===== src/common/irq_pkg.sv =====
// Constants for the serial port interrupt status and clear block.
// Assumes a 32-bit AXI4-Lite register bus with word-aligned offsets.
`default_nettype none
package irq_pkg;
  // ----------------------------------------
  // Register offsets
  // ----------------------------------------
  localparam logic [11:0] OFF_MASK = 12'h038;
  localparam logic [11:0] OFF_RAW = 12'h03C;
  localparam logic [11:0] OFF_MIS = 12'h040;
  localparam logic [11:0] OFF_ICR = 12'h044;
  // ----------------------------------------
  // Field layout
  // ----------------------------------------
  localparam int NSRC = 7;
  localparam int SRC_LSB = 4;
  localparam int SRC_MSB = 10;
  localparam int B_RX = 0;
  localparam int B_TX = 1;
  localparam int B_RT = 2;
  localparam int B_FE = 3;
  localparam int B_PE = 4;
  localparam int B_BE = 5;
  localparam int B_OE = 6;
  // ----------------------------------------
  // Reset values and bus codes
  // ----------------------------------------
  localparam logic [6:0] RAW_RST = 7'h00;
  localparam logic [6:0] MASK_RST = 7'h00;
  localparam logic [31:0] RSVD_LOW = 32'h00000000;
  localparam logic [1:0] RESP_OKAY = 2'h0;
  localparam logic [1:0] RESP_SLVERR = 2'h2;
endpackage
`default_nettype wire


===== src/core/uart_irq_masked_status_clear.sv =====
// Interrupt status, mask, masked status and clear registers of a UART.
// Assumes source events are one-cycle pulses on aclk from the UART core
// and an AXI4-Lite master that issues one write and one read at a time.
`default_nettype none
module uart_irq_masked_status_clear
  import irq_pkg::*;
(
  input wire logic aclk,
  input wire logic aresetn,
  input wire logic [11:0] s_axi_awaddr,
  input wire logic s_axi_awvalid,
  output logic s_axi_awready,
  input wire logic [31:0] s_axi_wdata,
  input wire logic [3:0] s_axi_wstrb,
  input wire logic s_axi_wvalid,
  output logic s_axi_wready,
  output logic [1:0] s_axi_bresp,
  output logic s_axi_bvalid,
  input wire logic s_axi_bready,
  input wire logic [11:0] s_axi_araddr,
  input wire logic s_axi_arvalid,
  output logic s_axi_arready,
  output logic [31:0] s_axi_rdata,
  output logic [1:0] s_axi_rresp,
  output logic s_axi_rvalid,
  input wire logic s_axi_rready,
  input wire logic overrun_evt,
  input wire logic break_evt,
  input wire logic parity_evt,
  input wire logic framing_evt,
  input wire logic rx_timeout_evt,
  input wire logic tx_evt,
  input wire logic rx_evt,
  output logic overrun_irq,
  output logic break_irq,
  output logic parity_irq,
  output logic framing_irq,
  output logic rx_timeout_irq,
  output logic tx_irq,
  output logic rx_irq,
  output logic uart_irq
);

  // ----------------------------------------
  // Helpers
  // ----------------------------------------
  function automatic logic hit(input logic [11:0] a, input logic [11:0] off);
    hit = (a[11:2] == off[11:2]);
  endfunction

  function automatic logic [31:0] lanes(input logic [3:0] s);
    lanes = {{8{s[3]}}, {8{s[2]}}, {8{s[1]}}, {8{s[0]}}};
  endfunction

  // ----------------------------------------
  // Write channel capture
  // ----------------------------------------
  logic aw_have_q;
  logic w_have_q;
  logic [11:0] awaddr_q;
  logic [31:0] wdata_q;
  logic [3:0] wstrb_q;
  logic bvalid_q;
  logic [1:0] bresp_q;
  logic wr_go;
  logic [31:0] wr_bits;
  logic [31:0] wr_lanes;
  logic [NSRC-1:0] wr_src;

  assign s_axi_awready = !aw_have_q;
  assign s_axi_wready = !w_have_q;
  assign wr_go = aw_have_q && w_have_q && !bvalid_q;
  // A byte lane with its strobe off neither sets mask bits nor clears flags
  assign wr_lanes = lanes(wstrb_q);
  assign wr_bits = wdata_q & wr_lanes;
  assign wr_src = wr_bits[SRC_MSB:SRC_LSB];

  always_ff @(posedge aclk) begin
    if (!aresetn) begin
      aw_have_q <= 1'b0;
      awaddr_q <= 12'h000;
    end else if (s_axi_awvalid && s_axi_awready) begin
      aw_have_q <= 1'b1;
      awaddr_q <= s_axi_awaddr;
    end else if (wr_go) begin
      aw_have_q <= 1'b0;
    end
  end

  always_ff @(posedge aclk) begin
    if (!aresetn) begin
      w_have_q <= 1'b0;
      wdata_q <= 32'h00000000;
      wstrb_q <= 4'h0;
    end else if (s_axi_wvalid && s_axi_wready) begin
      w_have_q <= 1'b1;
      wdata_q <= s_axi_wdata;
      wstrb_q <= s_axi_wstrb;
    end else if (wr_go) begin
      w_have_q <= 1'b0;
    end
  end

  // Unmapped offsets answer with an error, mapped ones with OKAY
  always_ff @(posedge aclk) begin
    if (!aresetn) begin
      bvalid_q <= 1'b0;
      bresp_q <= RESP_OKAY;
    end else if (wr_go) begin
      bvalid_q <= 1'b1;
      if (hit(awaddr_q, OFF_MASK) || hit(awaddr_q, OFF_RAW) ||
          hit(awaddr_q, OFF_MIS) || hit(awaddr_q, OFF_ICR)) begin
        bresp_q <= RESP_OKAY;
      end else begin
        bresp_q <= RESP_SLVERR;
      end
    end else if (s_axi_bready) begin
      bvalid_q <= 1'b0;
    end
  end

  assign s_axi_bvalid = bvalid_q;
  assign s_axi_bresp = bresp_q;

  // ----------------------------------------
  // Mask and raw status
  // ----------------------------------------
  logic [NSRC-1:0] mask_q;
  logic [NSRC-1:0] raw_q;
  logic [NSRC-1:0] raw_d;
  logic [NSRC-1:0] evt;
  logic [NSRC-1:0] set_bits;
  logic [NSRC-1:0] clr_bits;
  logic [NSRC-1:0] masked;
  logic mask_wr;
  logic clr_wr;

  assign evt = {overrun_evt, break_evt, parity_evt, framing_evt,
                rx_timeout_evt, tx_evt, rx_evt};
  // Status offsets decode to no store
  assign mask_wr = wr_go && hit(awaddr_q, OFF_MASK);
  assign clr_wr = wr_go && hit(awaddr_q, OFF_ICR);

  always_ff @(posedge aclk) begin
    if (!aresetn) begin
      mask_q <= MASK_RST;
    end else if (mask_wr) begin
      // Bits of an unstrobed lane keep their value
      mask_q <= (mask_q & ~wr_lanes[SRC_MSB:SRC_LSB]) | wr_src;
    end
  end

  // Timeout events do not set the raw flag while its mask is off
  always_comb begin
    set_bits = evt;
    set_bits[B_RT] = evt[B_RT] && mask_q[B_RT];
  end

  // Clear bit map; reserved clear bits are simply not used
  assign clr_bits = clr_wr ? wr_src : RAW_RST;

  // Write one clears; a same-cycle event wins
  always_comb begin
    raw_d = (raw_q & ~clr_bits) | set_bits;
  end

  always_ff @(posedge aclk) begin
    if (!aresetn) begin
      raw_q <= RAW_RST;
    end else begin
      raw_q <= raw_d;
    end
  end

  assign masked = raw_q & mask_q;

  assign overrun_irq = masked[B_OE];
  assign break_irq = masked[B_BE];
  assign parity_irq = masked[B_PE];
  assign framing_irq = masked[B_FE];
  assign rx_timeout_irq = masked[B_RT];
  assign tx_irq = masked[B_TX];
  assign rx_irq = masked[B_RX];
  // Level output while any unmasked flag is set
  assign uart_irq = |masked;

  // ----------------------------------------
  // Read channel
  // ----------------------------------------
  logic rvalid_q;
  logic [31:0] rdata_q;
  logic [1:0] rresp_q;
  logic [31:0] rd_word;
  logic [1:0] rd_resp;

  // Upper bits zero; low bits fixed at zero
  always_comb begin
    rd_word = RSVD_LOW;
    rd_resp = RESP_OKAY;
    if (hit(s_axi_araddr, OFF_MIS)) begin
      rd_word[SRC_MSB:SRC_LSB] = masked;
    end else if (hit(s_axi_araddr, OFF_RAW)) begin
      rd_word[SRC_MSB:SRC_LSB] = raw_q;
    end else if (hit(s_axi_araddr, OFF_MASK)) begin
      rd_word[SRC_MSB:SRC_LSB] = mask_q;
    end else if (hit(s_axi_araddr, OFF_ICR)) begin
      rd_word = RSVD_LOW;
    end else begin
      rd_resp = RESP_SLVERR;
    end
  end

  assign s_axi_arready = !rvalid_q;

  always_ff @(posedge aclk) begin
    if (!aresetn) begin
      rvalid_q <= 1'b0;
      rdata_q <= 32'h00000000;
      rresp_q <= RESP_OKAY;
    end else if (s_axi_arvalid && s_axi_arready) begin
      rvalid_q <= 1'b1;
      rdata_q <= rd_word;
      rresp_q <= rd_resp;
    end else if (s_axi_rready) begin
      rvalid_q <= 1'b0;
    end
  end

  assign s_axi_rvalid = rvalid_q;
  assign s_axi_rdata = rdata_q;
  assign s_axi_rresp = rresp_q;
endmodule  // uart_irq_masked_status_clear
`default_nettype wire


===== config.mk =====
export PLATFORM = sky130hd
export DESIGN_NAME = uart_irq_masked_status_clear
export DESIGN_NICKNAME = d
export VERILOG_FILES = /design/src/common/irq_pkg.sv /design/src/core/uart_irq_masked_status_clear.sv
export SDC_FILE = /design/constraint.sdc
export NUM_CORES = 1
export LEC_CHECK = 0
export BUFFER_PORTS_ARGS = -buffer_cell sky130_fd_sc_hd__buf_2
export CORE_MARGIN = 4
export CORE_UTILIZATION = 41
export CTS_BUF_LIST = sky130_fd_sc_hd__clkbuf_8
export CTS_CLUSTER_DIAMETER = 80
export DETAILED_ROUTE_END_ITERATION = 6
export GPL_ROUTABILITY_DRIVEN = 0
export GPL_TIMING_DRIVEN = 0
export PLACE_DENSITY = 0.79
export SLEW_MARGIN = 10
export SYNTH_ARGS = -nofsm -noshare
export SYNTH_HDL_FRONTEND = slang
export SYNTH_SLANG_ARGS = --single-unit

===== constraint.sdc =====
create_clock -name aclk -period 1.59 [get_ports aclk]
set_clock_uncertainty 0.05 [all_clocks]
set_input_delay 0.0795 -clock aclk [delete_from_list [all_inputs] [get_ports aclk]]
set_output_delay 0.0795 -clock aclk [all_outputs]
set_load 0.01 [all_outputs]

## After elaboration in Yosys (flattened, before gate mapping)

Cells that the tools add are included.

| storage, ports and cells | value |
|---|---|
| register bits after elaboration | 54 |
| bits of input ports | 74 |
| output and inout bits | 49 |
| logic and storage cells | 64 |

| operators by class | value |
|---|---|
| eq/ne operators | 8 |
| bitwise gates (word level) | 8 |
| reductions and logical operators | 20 |
| muxes and demuxes | 16 |

Operator list:

| kind | count |
|---|---|
| 10-bit by 4-bit equality test with 1-bit output (second input constant) | 4 |
| 10-bit by 5-bit equality test with 1-bit output (second input constant) | 4 |
| 7-bit 2-to-1 mux | 4 |
| 7-bit AND | 3 |
| 7-bit inverter | 2 |
| 7-bit bitwise OR | 2 |
| 11-bit AND | 1 |
| 2-bit 2-to-1 mux | 5 |
| 1-bit logical AND | 8 |
| 2-bit nonzero test | 4 |
| 1-bit 2-to-1 mux | 7 |
| 7-bit OR reduction | 1 |
| 1-bit logical NOT | 4 |
| 1-bit logical OR | 3 |

## Logic depth before layout (Yosys ltp)

Gate-level depths: netlist of the first run.

| logic depth | value |
|---|---|
| depth in word-level cells | 7 |
| depth in mapped cells | 5 |
| mapped depth without buffers | 4 |

## Least setup slack after synthesis of the first run

Ideal clock, no wire load.

| timing path | value |
|---|---|
| kind | flip-flop to flip-flop |
| start | register awaddr_q[3] |
| end | register bresp_q[1] (netlist: s_axi_bresp[1]) |
| arrival time | 1.305 ns |
| setup slack | 0.106 ns |
| data required time | 1.411 ns |
| stages on the path, launching flop included | 5 |
| buffers on the path | 0 |
| library setup time | 0.129 ns |
| period minus slack after synthesis | 1.484 ns |
| path through | dfxtp_1 > or4b_1 > nor2b_1 > nor4b_1 > a211oi_1 |

| between the ends | value |
|---|---|
| cells in the longest elaborated chain, start to end | 5 |
| elaborated cells between the ends (all ways) | 8 |
| those cells by class | eq/ne (4); mux (1); reduce/logical (3) |

Ends and longest elaborated chain:

| element | line | RTL |
|---|---|---|
| from (decl) | uart_irq_masked_status_clear.sv:60 | `logic [11:0] awaddr_q;` |
| from (signal assigned) | uart_irq_masked_status_clear.sv:84 | `awaddr_q <= s_axi_awaddr;` |
| 10-bit by 4-bit equality test with 1-bit output | uart_irq_masked_status_clear.sv:48 | `hit = (a[11:2] == off[11:2]);` |
| 1-bit logical OR (2 in a row) | uart_irq_masked_status_clear.sv:111 | `if (hit(awaddr_q, OFF_MASK) \|\| hit(awaddr_q, OFF_RAW) \|\|` |
| 1-bit logical OR (*) | uart_irq_masked_status_clear.sv:112 | `hit(awaddr_q, OFF_MIS) \|\| hit(awaddr_q, OFF_ICR)) begin` |
| 2-bit 2-to-1 mux (*) | uart_irq_masked_status_clear.sv:111 |  |
| to (signal assigned) | uart_irq_masked_status_clear.sv:108 | `bresp_q <= RESP_OKAY;` |
| to (signal assigned) | uart_irq_masked_status_clear.sv:113 | `bresp_q <= RESP_OKAY;` |
| to (signal assigned) | uart_irq_masked_status_clear.sv:115 | `bresp_q <= RESP_SLVERR;` |
| to (decl) | uart_irq_masked_status_clear.sv:64 | `logic [1:0] bresp_q;` |

Mark *: on every way between the ends. The rest lies on a longest branch, timed or not.
A chain may end at the register's enable or synchronous reset.

## Worst setup path after layout of the first run

| timing path | value |
|---|---|
| start | register awaddr_q[4] |
| end | register bresp_q[1] (netlist: s_axi_bresp[1]) |

The elaborated chain is that of the path after synthesis.

==> results_dict.tcl, run 1 <==
set metrics [dict create \
    die_h_um 81.3 \
    status "finished clean" \
    first_pass_iters 4 \
    core_area_mm2 0.00517 \
    drive_above_1_share 0.303 \
    fp.dieW_um 81.3 \
    cts_root_buf "clkbuf_8" \
    cts_tree "built" \
    fillCellCount 474 \
    synth_top_cell_area_share 0.418 \
    initial_utilization 0.426 \
    dp.cells 440 \
    synth_edf_count 0 \
    wl_per_cell_um 11.0 \
    synth.avg_cell_area_um2 7.86 \
    dieArea_mm2 0.00661 \
    overflow 0 \
    htree_levels 2 \
    placed_cell_area_mm2 0.00271 \
    nNetsFinal 479 \
    netlist_area_mm2 0.00220 \
    synth_top_cell_by_area "dfxtp_1" \
    rows 26 \
    io_pins 123 \
    setup_viol 0 \
    vias_per_cell 4.50 \
    postLayoutCellArea_mm2 0.00315 \
    num_antenna_cells 0 \
    post_cts_buffers 0 \
    drcViolationCount 0 \
    synthArstFlopShare 0 \
    crit_required_ns 1.72 \
    synth.area.top_cells "dfxtp_1, nand2_1, buf_4" \
    layout-area-overhead-vs-synth_pct 43.2 \
    clk_pin_slew_ns 0.08 \
    num_vias 2143 \
    grt_max_degree 14 \
    ir_drop_v 0.000501 \
    drtAntennaViolNets 0 \
    maxCapViolCount 0 \
    wirelength_mm 5.23 \
    synth_seq_cells 46 \
    ys_types 32 \
    hp-class "in2reg" \
    leakagePower_nw 1.51 \
    post-route-min-period_ns 1.55 \
    grt_pass1_wl_mm 8.30 \
    yosys_warnings 0 \
    grt_pass1_vias 1918 \
    worstPathArrival_ns 1.68 \
    antenna_found_initial 0 \
    crit_type "reg2reg" \
    drtIter0Drc 110 \
    grt_use_total 0.158 \
    dp_hpwl_mm 3.92 \
    finalMaxSlewViolations 0 \
    layoutNonFillerInstCount 476 \
    hold_ws_ns 0.0119 \
    crit_fanout 3 \
    ys.flop_type "dfxtp_1" \
    numCtsBuffers 5 \
    p_per_area_mw_per_mm2 762 \
    ys_seq_area_frac 0.418 \
    crit_path_start_kind "register" \
    rsz0062_at_grt "yes" \
    synthCells 280 \
    cp-end-kind "register" \
    cts_buffer_depth 2 \
    port_buffers 64 \
    max_freq_mhz 645 \
    setup_tns_ns 0 \
    hold_violations 0 \
    yosysMostFrequentCell "nand2_1" \
    fin_crit_sh 0.976 \
    synth.top_cells.by_count "nand2_1, dfxtp_1, buf_4" \
    clkLatencyLatePin_ns 0.29 \
    numClockSinks 46 \
]
==> placed cells by master (no fill, tap or decap), drive strengths merged, types with 5 or more instances in the layout <==
| master | count |
|---|---|
| nand3 | 5 |
| nand2 | 71 |
| nor2 | 6 |
| mux2 | 7 |
| clkbuf | 15 |
| inv | 19 |
| buf | 92 |
| a21oi | 23 |
| nor2b | 5 |
| or4 | 8 |
| dlygate4sd3 | 28 |
| o21ai | 18 |
| dfxtp | 46 |
| conb | 27 |
| a31oi | 13 |
==> metal layers <==
| metal | GRT usage | up-vias | share of wire |
|---|---|---|---|
| met1 | 0.196 | 928 | 0.44 |
| li1 | - | 1145 | - |
| met2 | 0.280 | 66 | 0.49 |
| met3 | 0.0310 | 4 | 0.062 |
| met5 | 0 | - | 0 |
| met4 | 0.0338 | 0 | 0.0044 |
==> where the power goes <==
group | leakage (nW) | switching [W] | internal [W] | total [W]
registers | 0.379 | 0.0000467 | 0.00122 | 0.00126
logic | 1.08 | 0.000201 | 0.000217 | 0.000418
clock network | 0.0524 | 0.000378 | 0.000345 | 0.000723
==> cells by family after synthesis <==
| family | Yosys count | synth area share |
|---|---|---|
| and+or+nand+nor | 111 | 0.249 |
| AOI/OAI and AO/OA | 57 | 0.141 |
| buffers and inverters | 55 | 0.141 |
| DFF | 46 | 0.418 |
| muxes | 10 | 0.0494 |
| other | 1 | 0.00170 |
==> critical path: stages (launching register included) <==
cell	delay (ns)
dfxtp_1	0.33
or4b_4	0.58
nor2b_1	0.16
nor4b_2	0.25
a211oi_1	0.07
==> final timing paths <==
path                  start             end  slack [ns]  cells after the start
max             awaddr_q[4]  s_axi_bresp[1]        0.04                      4
min             framing_evt        raw_q[3]        0.01                      3
max reg2reg     awaddr_q[4]  s_axi_bresp[1]        0.04                      4
min reg2reg  s_axi_bresp[1]  s_axi_bresp[1]        0.42                      2
==> through the flow <==
stage	utilization	setup WS (ns)	total power, W
6_report	0.610	0.0388	0.00240
5_1_grt	0.610	-0.0355	0.00252
4_1_cts	0.601	-0.00607	0.00240
3_5_place_dp	0.523	-0.209	0.00163
3_3_place_gp	0.523	-0.167	0.00162
2_1_floorplan	-	0.106	0.00151
==> what timing repair did <==
| item | 4_1_cts | 5_1_grt |
|---|---|---|
| setup endpoints to repair | 12 | 15 |
| hold endpoints to repair | 28 | 0 |
| cloned | 0 | 0 |
| pin swaps | 0 | 1 |
| hold buffers | 28 | 0 |
| gates resized for setup | 5 | 11 |
==> layout make-up <==
cell class	instances	area (um2)	share of cell area
multi-input combinational	205	1140	0.361
sequential	46	925	0.293
timing repair buffer	92	601	0.190
buffer	37	243	0.0770
tap	70	87.6	0.0278
clock buffer	6	82.6	0.0262
inverter	18	67.6	0.0214
clock inverter	2	8.76	0.00278
(Power assumes the default switching activity.)
==> run 2: changes to the inputs <==
--- a/config.mk
+++ b/config.mk
@@ -7,13 +7,13 @@
 export LEC_CHECK = 0
 export BUFFER_PORTS_ARGS = -buffer_cell sky130_fd_sc_hd__buf_2
 export CORE_MARGIN = 4
-export CORE_UTILIZATION = 41
+export CORE_UTILIZATION = 49
 export CTS_BUF_LIST = sky130_fd_sc_hd__clkbuf_8
 export CTS_CLUSTER_DIAMETER = 80
 export DETAILED_ROUTE_END_ITERATION = 6
 export GPL_ROUTABILITY_DRIVEN = 0
 export GPL_TIMING_DRIVEN = 0
-export PLACE_DENSITY = 0.79
+export PLACE_DENSITY = 0.88
 export SLEW_MARGIN = 10
 export SYNTH_ARGS = -nofsm -noshare
 export SYNTH_HDL_FRONTEND = slang
==> constraint.sdc (replaced) <==
create_clock -name aclk -period 1.86 [get_ports aclk]
set_clock_uncertainty 0.05 [all_clocks]
set_input_delay 0.093 -clock aclk [delete_from_list [all_inputs] [get_ports aclk]]
set_output_delay 0.093 -clock aclk [all_outputs]
set_load 0.01 [all_outputs]
==> results_dict.tcl, run 2 (synthesis gave the netlist of run 1 again) <==
set metrics [dict create \
    drtAntennaViolNets 0 \
    num_vias 2206 \
    r2r-end "s_axi_bresp[1]" \
    htree_levels 2 \
    numClockSinks 46 \
    post_cts_buffers 0 \
    p_per_area_mw_per_mm2 675 \
    pre_cts_slack_ns 0.0658 \
    io_pins 123 \
    die_h_um 75.0 \
    drive_above_1_share 0.281 \
    hold_violations 0 \
    antenna_found_initial 0 \
    grt_pass1_vias 1958 \
    rr_startpoint "awaddr_q[3]" \
    rrSetupSlack_ns 0.22 \
    cts_buffer_depth 2 \
    numCtsBuffers 5 \
    postLayoutCellArea_mm2 0.00303 \
    grt_pass1_wl_mm 8.38 \
    maxCapViolCount 0 \
    max_freq_mhz 610 \
    num_antenna_cells 0 \
    initial_utilization 0.506 \
    grt_max_degree 15 \
    wirelength_mm 5.40 \
    crit_path_start_kind "register" \
    crit_required_ns 1.99 \
    worstPathArrival_ns 1.77 \
    hold_ws_ns 0.00766 \
    status "finished clean" \
    power_w 0.00205 \
    post-route-min-period_ns 1.64 \
    fin_crit_sh 0.882 \
    fp.dieW_um 75.0 \
    clk_pin_slew_ns 0.08 \
    layout-area-overhead-vs-synth_pct 37.7 \
    port_buffers 64 \
    cp-endpoint "s_axi_bresp[1]" \
    nNetsFinal 475 \
    grt_use_total 0.192 \
    ir_drop_v 0.000498 \
    clkLatencyLatePin_ns 0.29 \
    layout_setup_ws_ns 0.220 \
    rsz0062_at_grt "no" \
    crit_type "reg2reg" \
    wl_per_cell_um 11.9 \
    placed_cell_area_mm2 0.00269 \
    hp-class "in2reg" \
    cp-end-kind "register" \
    finalMaxSlewViolations 0 \
    dieArea_mm2 0.00563 \
    fillCellCount 351 \
    vias_per_cell 4.86 \
    crit_fanout 3 \
    setup_viol 0 \
    worstRegToRegCells 4 \
    cts_tree "built" \
    dp_hpwl_mm 3.98 \
    rows 24 \
    overflow 0 \
    leakagePower_nw 1.46 \
    cts_root_buf "clkbuf_8" \
    layout.cells.most_common_list "nand2_1, buf_2, dfxtp_1, buf_4, conb_1" \
    drtIter0Drc 82 \
    first_pass_iters 4 \
    setup_tns_ns 0 \
    crit_path_start "awaddr_q[3]" \
    final_common_cell "nand2_1" \
    core_area_mm2 0.00435 \
    drcViolationCount 0 \
]
## run 2: changes by cell type in the layout (fill, tap and decap cells not counted), sizes merged
cell / before / now
inv: 19 / 18
dlygate4sd3: 28 / 24
clkinvlp: 0 / 1
## run 2: worst max-delay path, cell delays in order, from the launching register on
cell and delay [ns]:
dfxtp_1 0.32, or4b_1 0.58, nor2b_1 0.17, nor4b_1 0.32, a211oi_1 0.08
## run 2: worst min-delay path by stage
stage / startpoint / to / slack (ns) / cells past startpoint
finish: break_evt / raw_q[5] / 0.008 / 3
floorplan: s_axi_rready / s_axi_rvalid / 0.14 / 1
detailed placement: s_axi_rready / s_axi_rvalid / 0.23 / 2
CTS: break_evt / raw_q[5] / 0.002 / 3
global placement: s_axi_rready / s_axi_rvalid / 0.23 / 2
global route: break_evt / raw_q[5] / 0.01 / 3
## run 2: repair_timing
action                                  CTS  global route
endpoints found under the setup margin    0             4
gates resized for setup                   0             2
endpoints found under the hold margin    23             1
hold buffers                             23             1
## run 2: per-layer routing
metal,GRT usage,up-vias,wire [um],share of wire
li1,-,1139,-,-
met1,0.210,975,2090,0.39
met2,0.367,86,2790,0.52
met3,0.0360,6,485,0.090
met4,0.0632,0,34,0.0063
met5,0,-,0,0
## run 2: cell type report
class	count	area (um2)	area share
sequential	46	921	0.304
inverter	18	67.6	0.0223
multi-input combinational	205	1080	0.356
clock buffer	6	82.6	0.0272
timing repair buffer	88	561	0.185
clock inverter	2	12.5	0.00413
tap	52	65.1	0.0215
buffer	37	243	0.0801
## run 2: where the power goes
group / total (W) / internal, W / switching, W
Clock: 0.000625 / 0.000299 / 0.000327
Combinational: 0.000346 / 0.000174 / 0.000172
Sequential: 0.00108 / 0.00104 / 0.0000373
## run 2: per-stage QoR
step | std cells | util
2_1_floorplan | 306 | -
3_3_place_gp | 422 | 0.617
3_5_place_dp | 422 | 0.617
4_1_cts | 453 | 0.691
5_1_grt | 454 | 0.696
6_report | 454 | 0.696
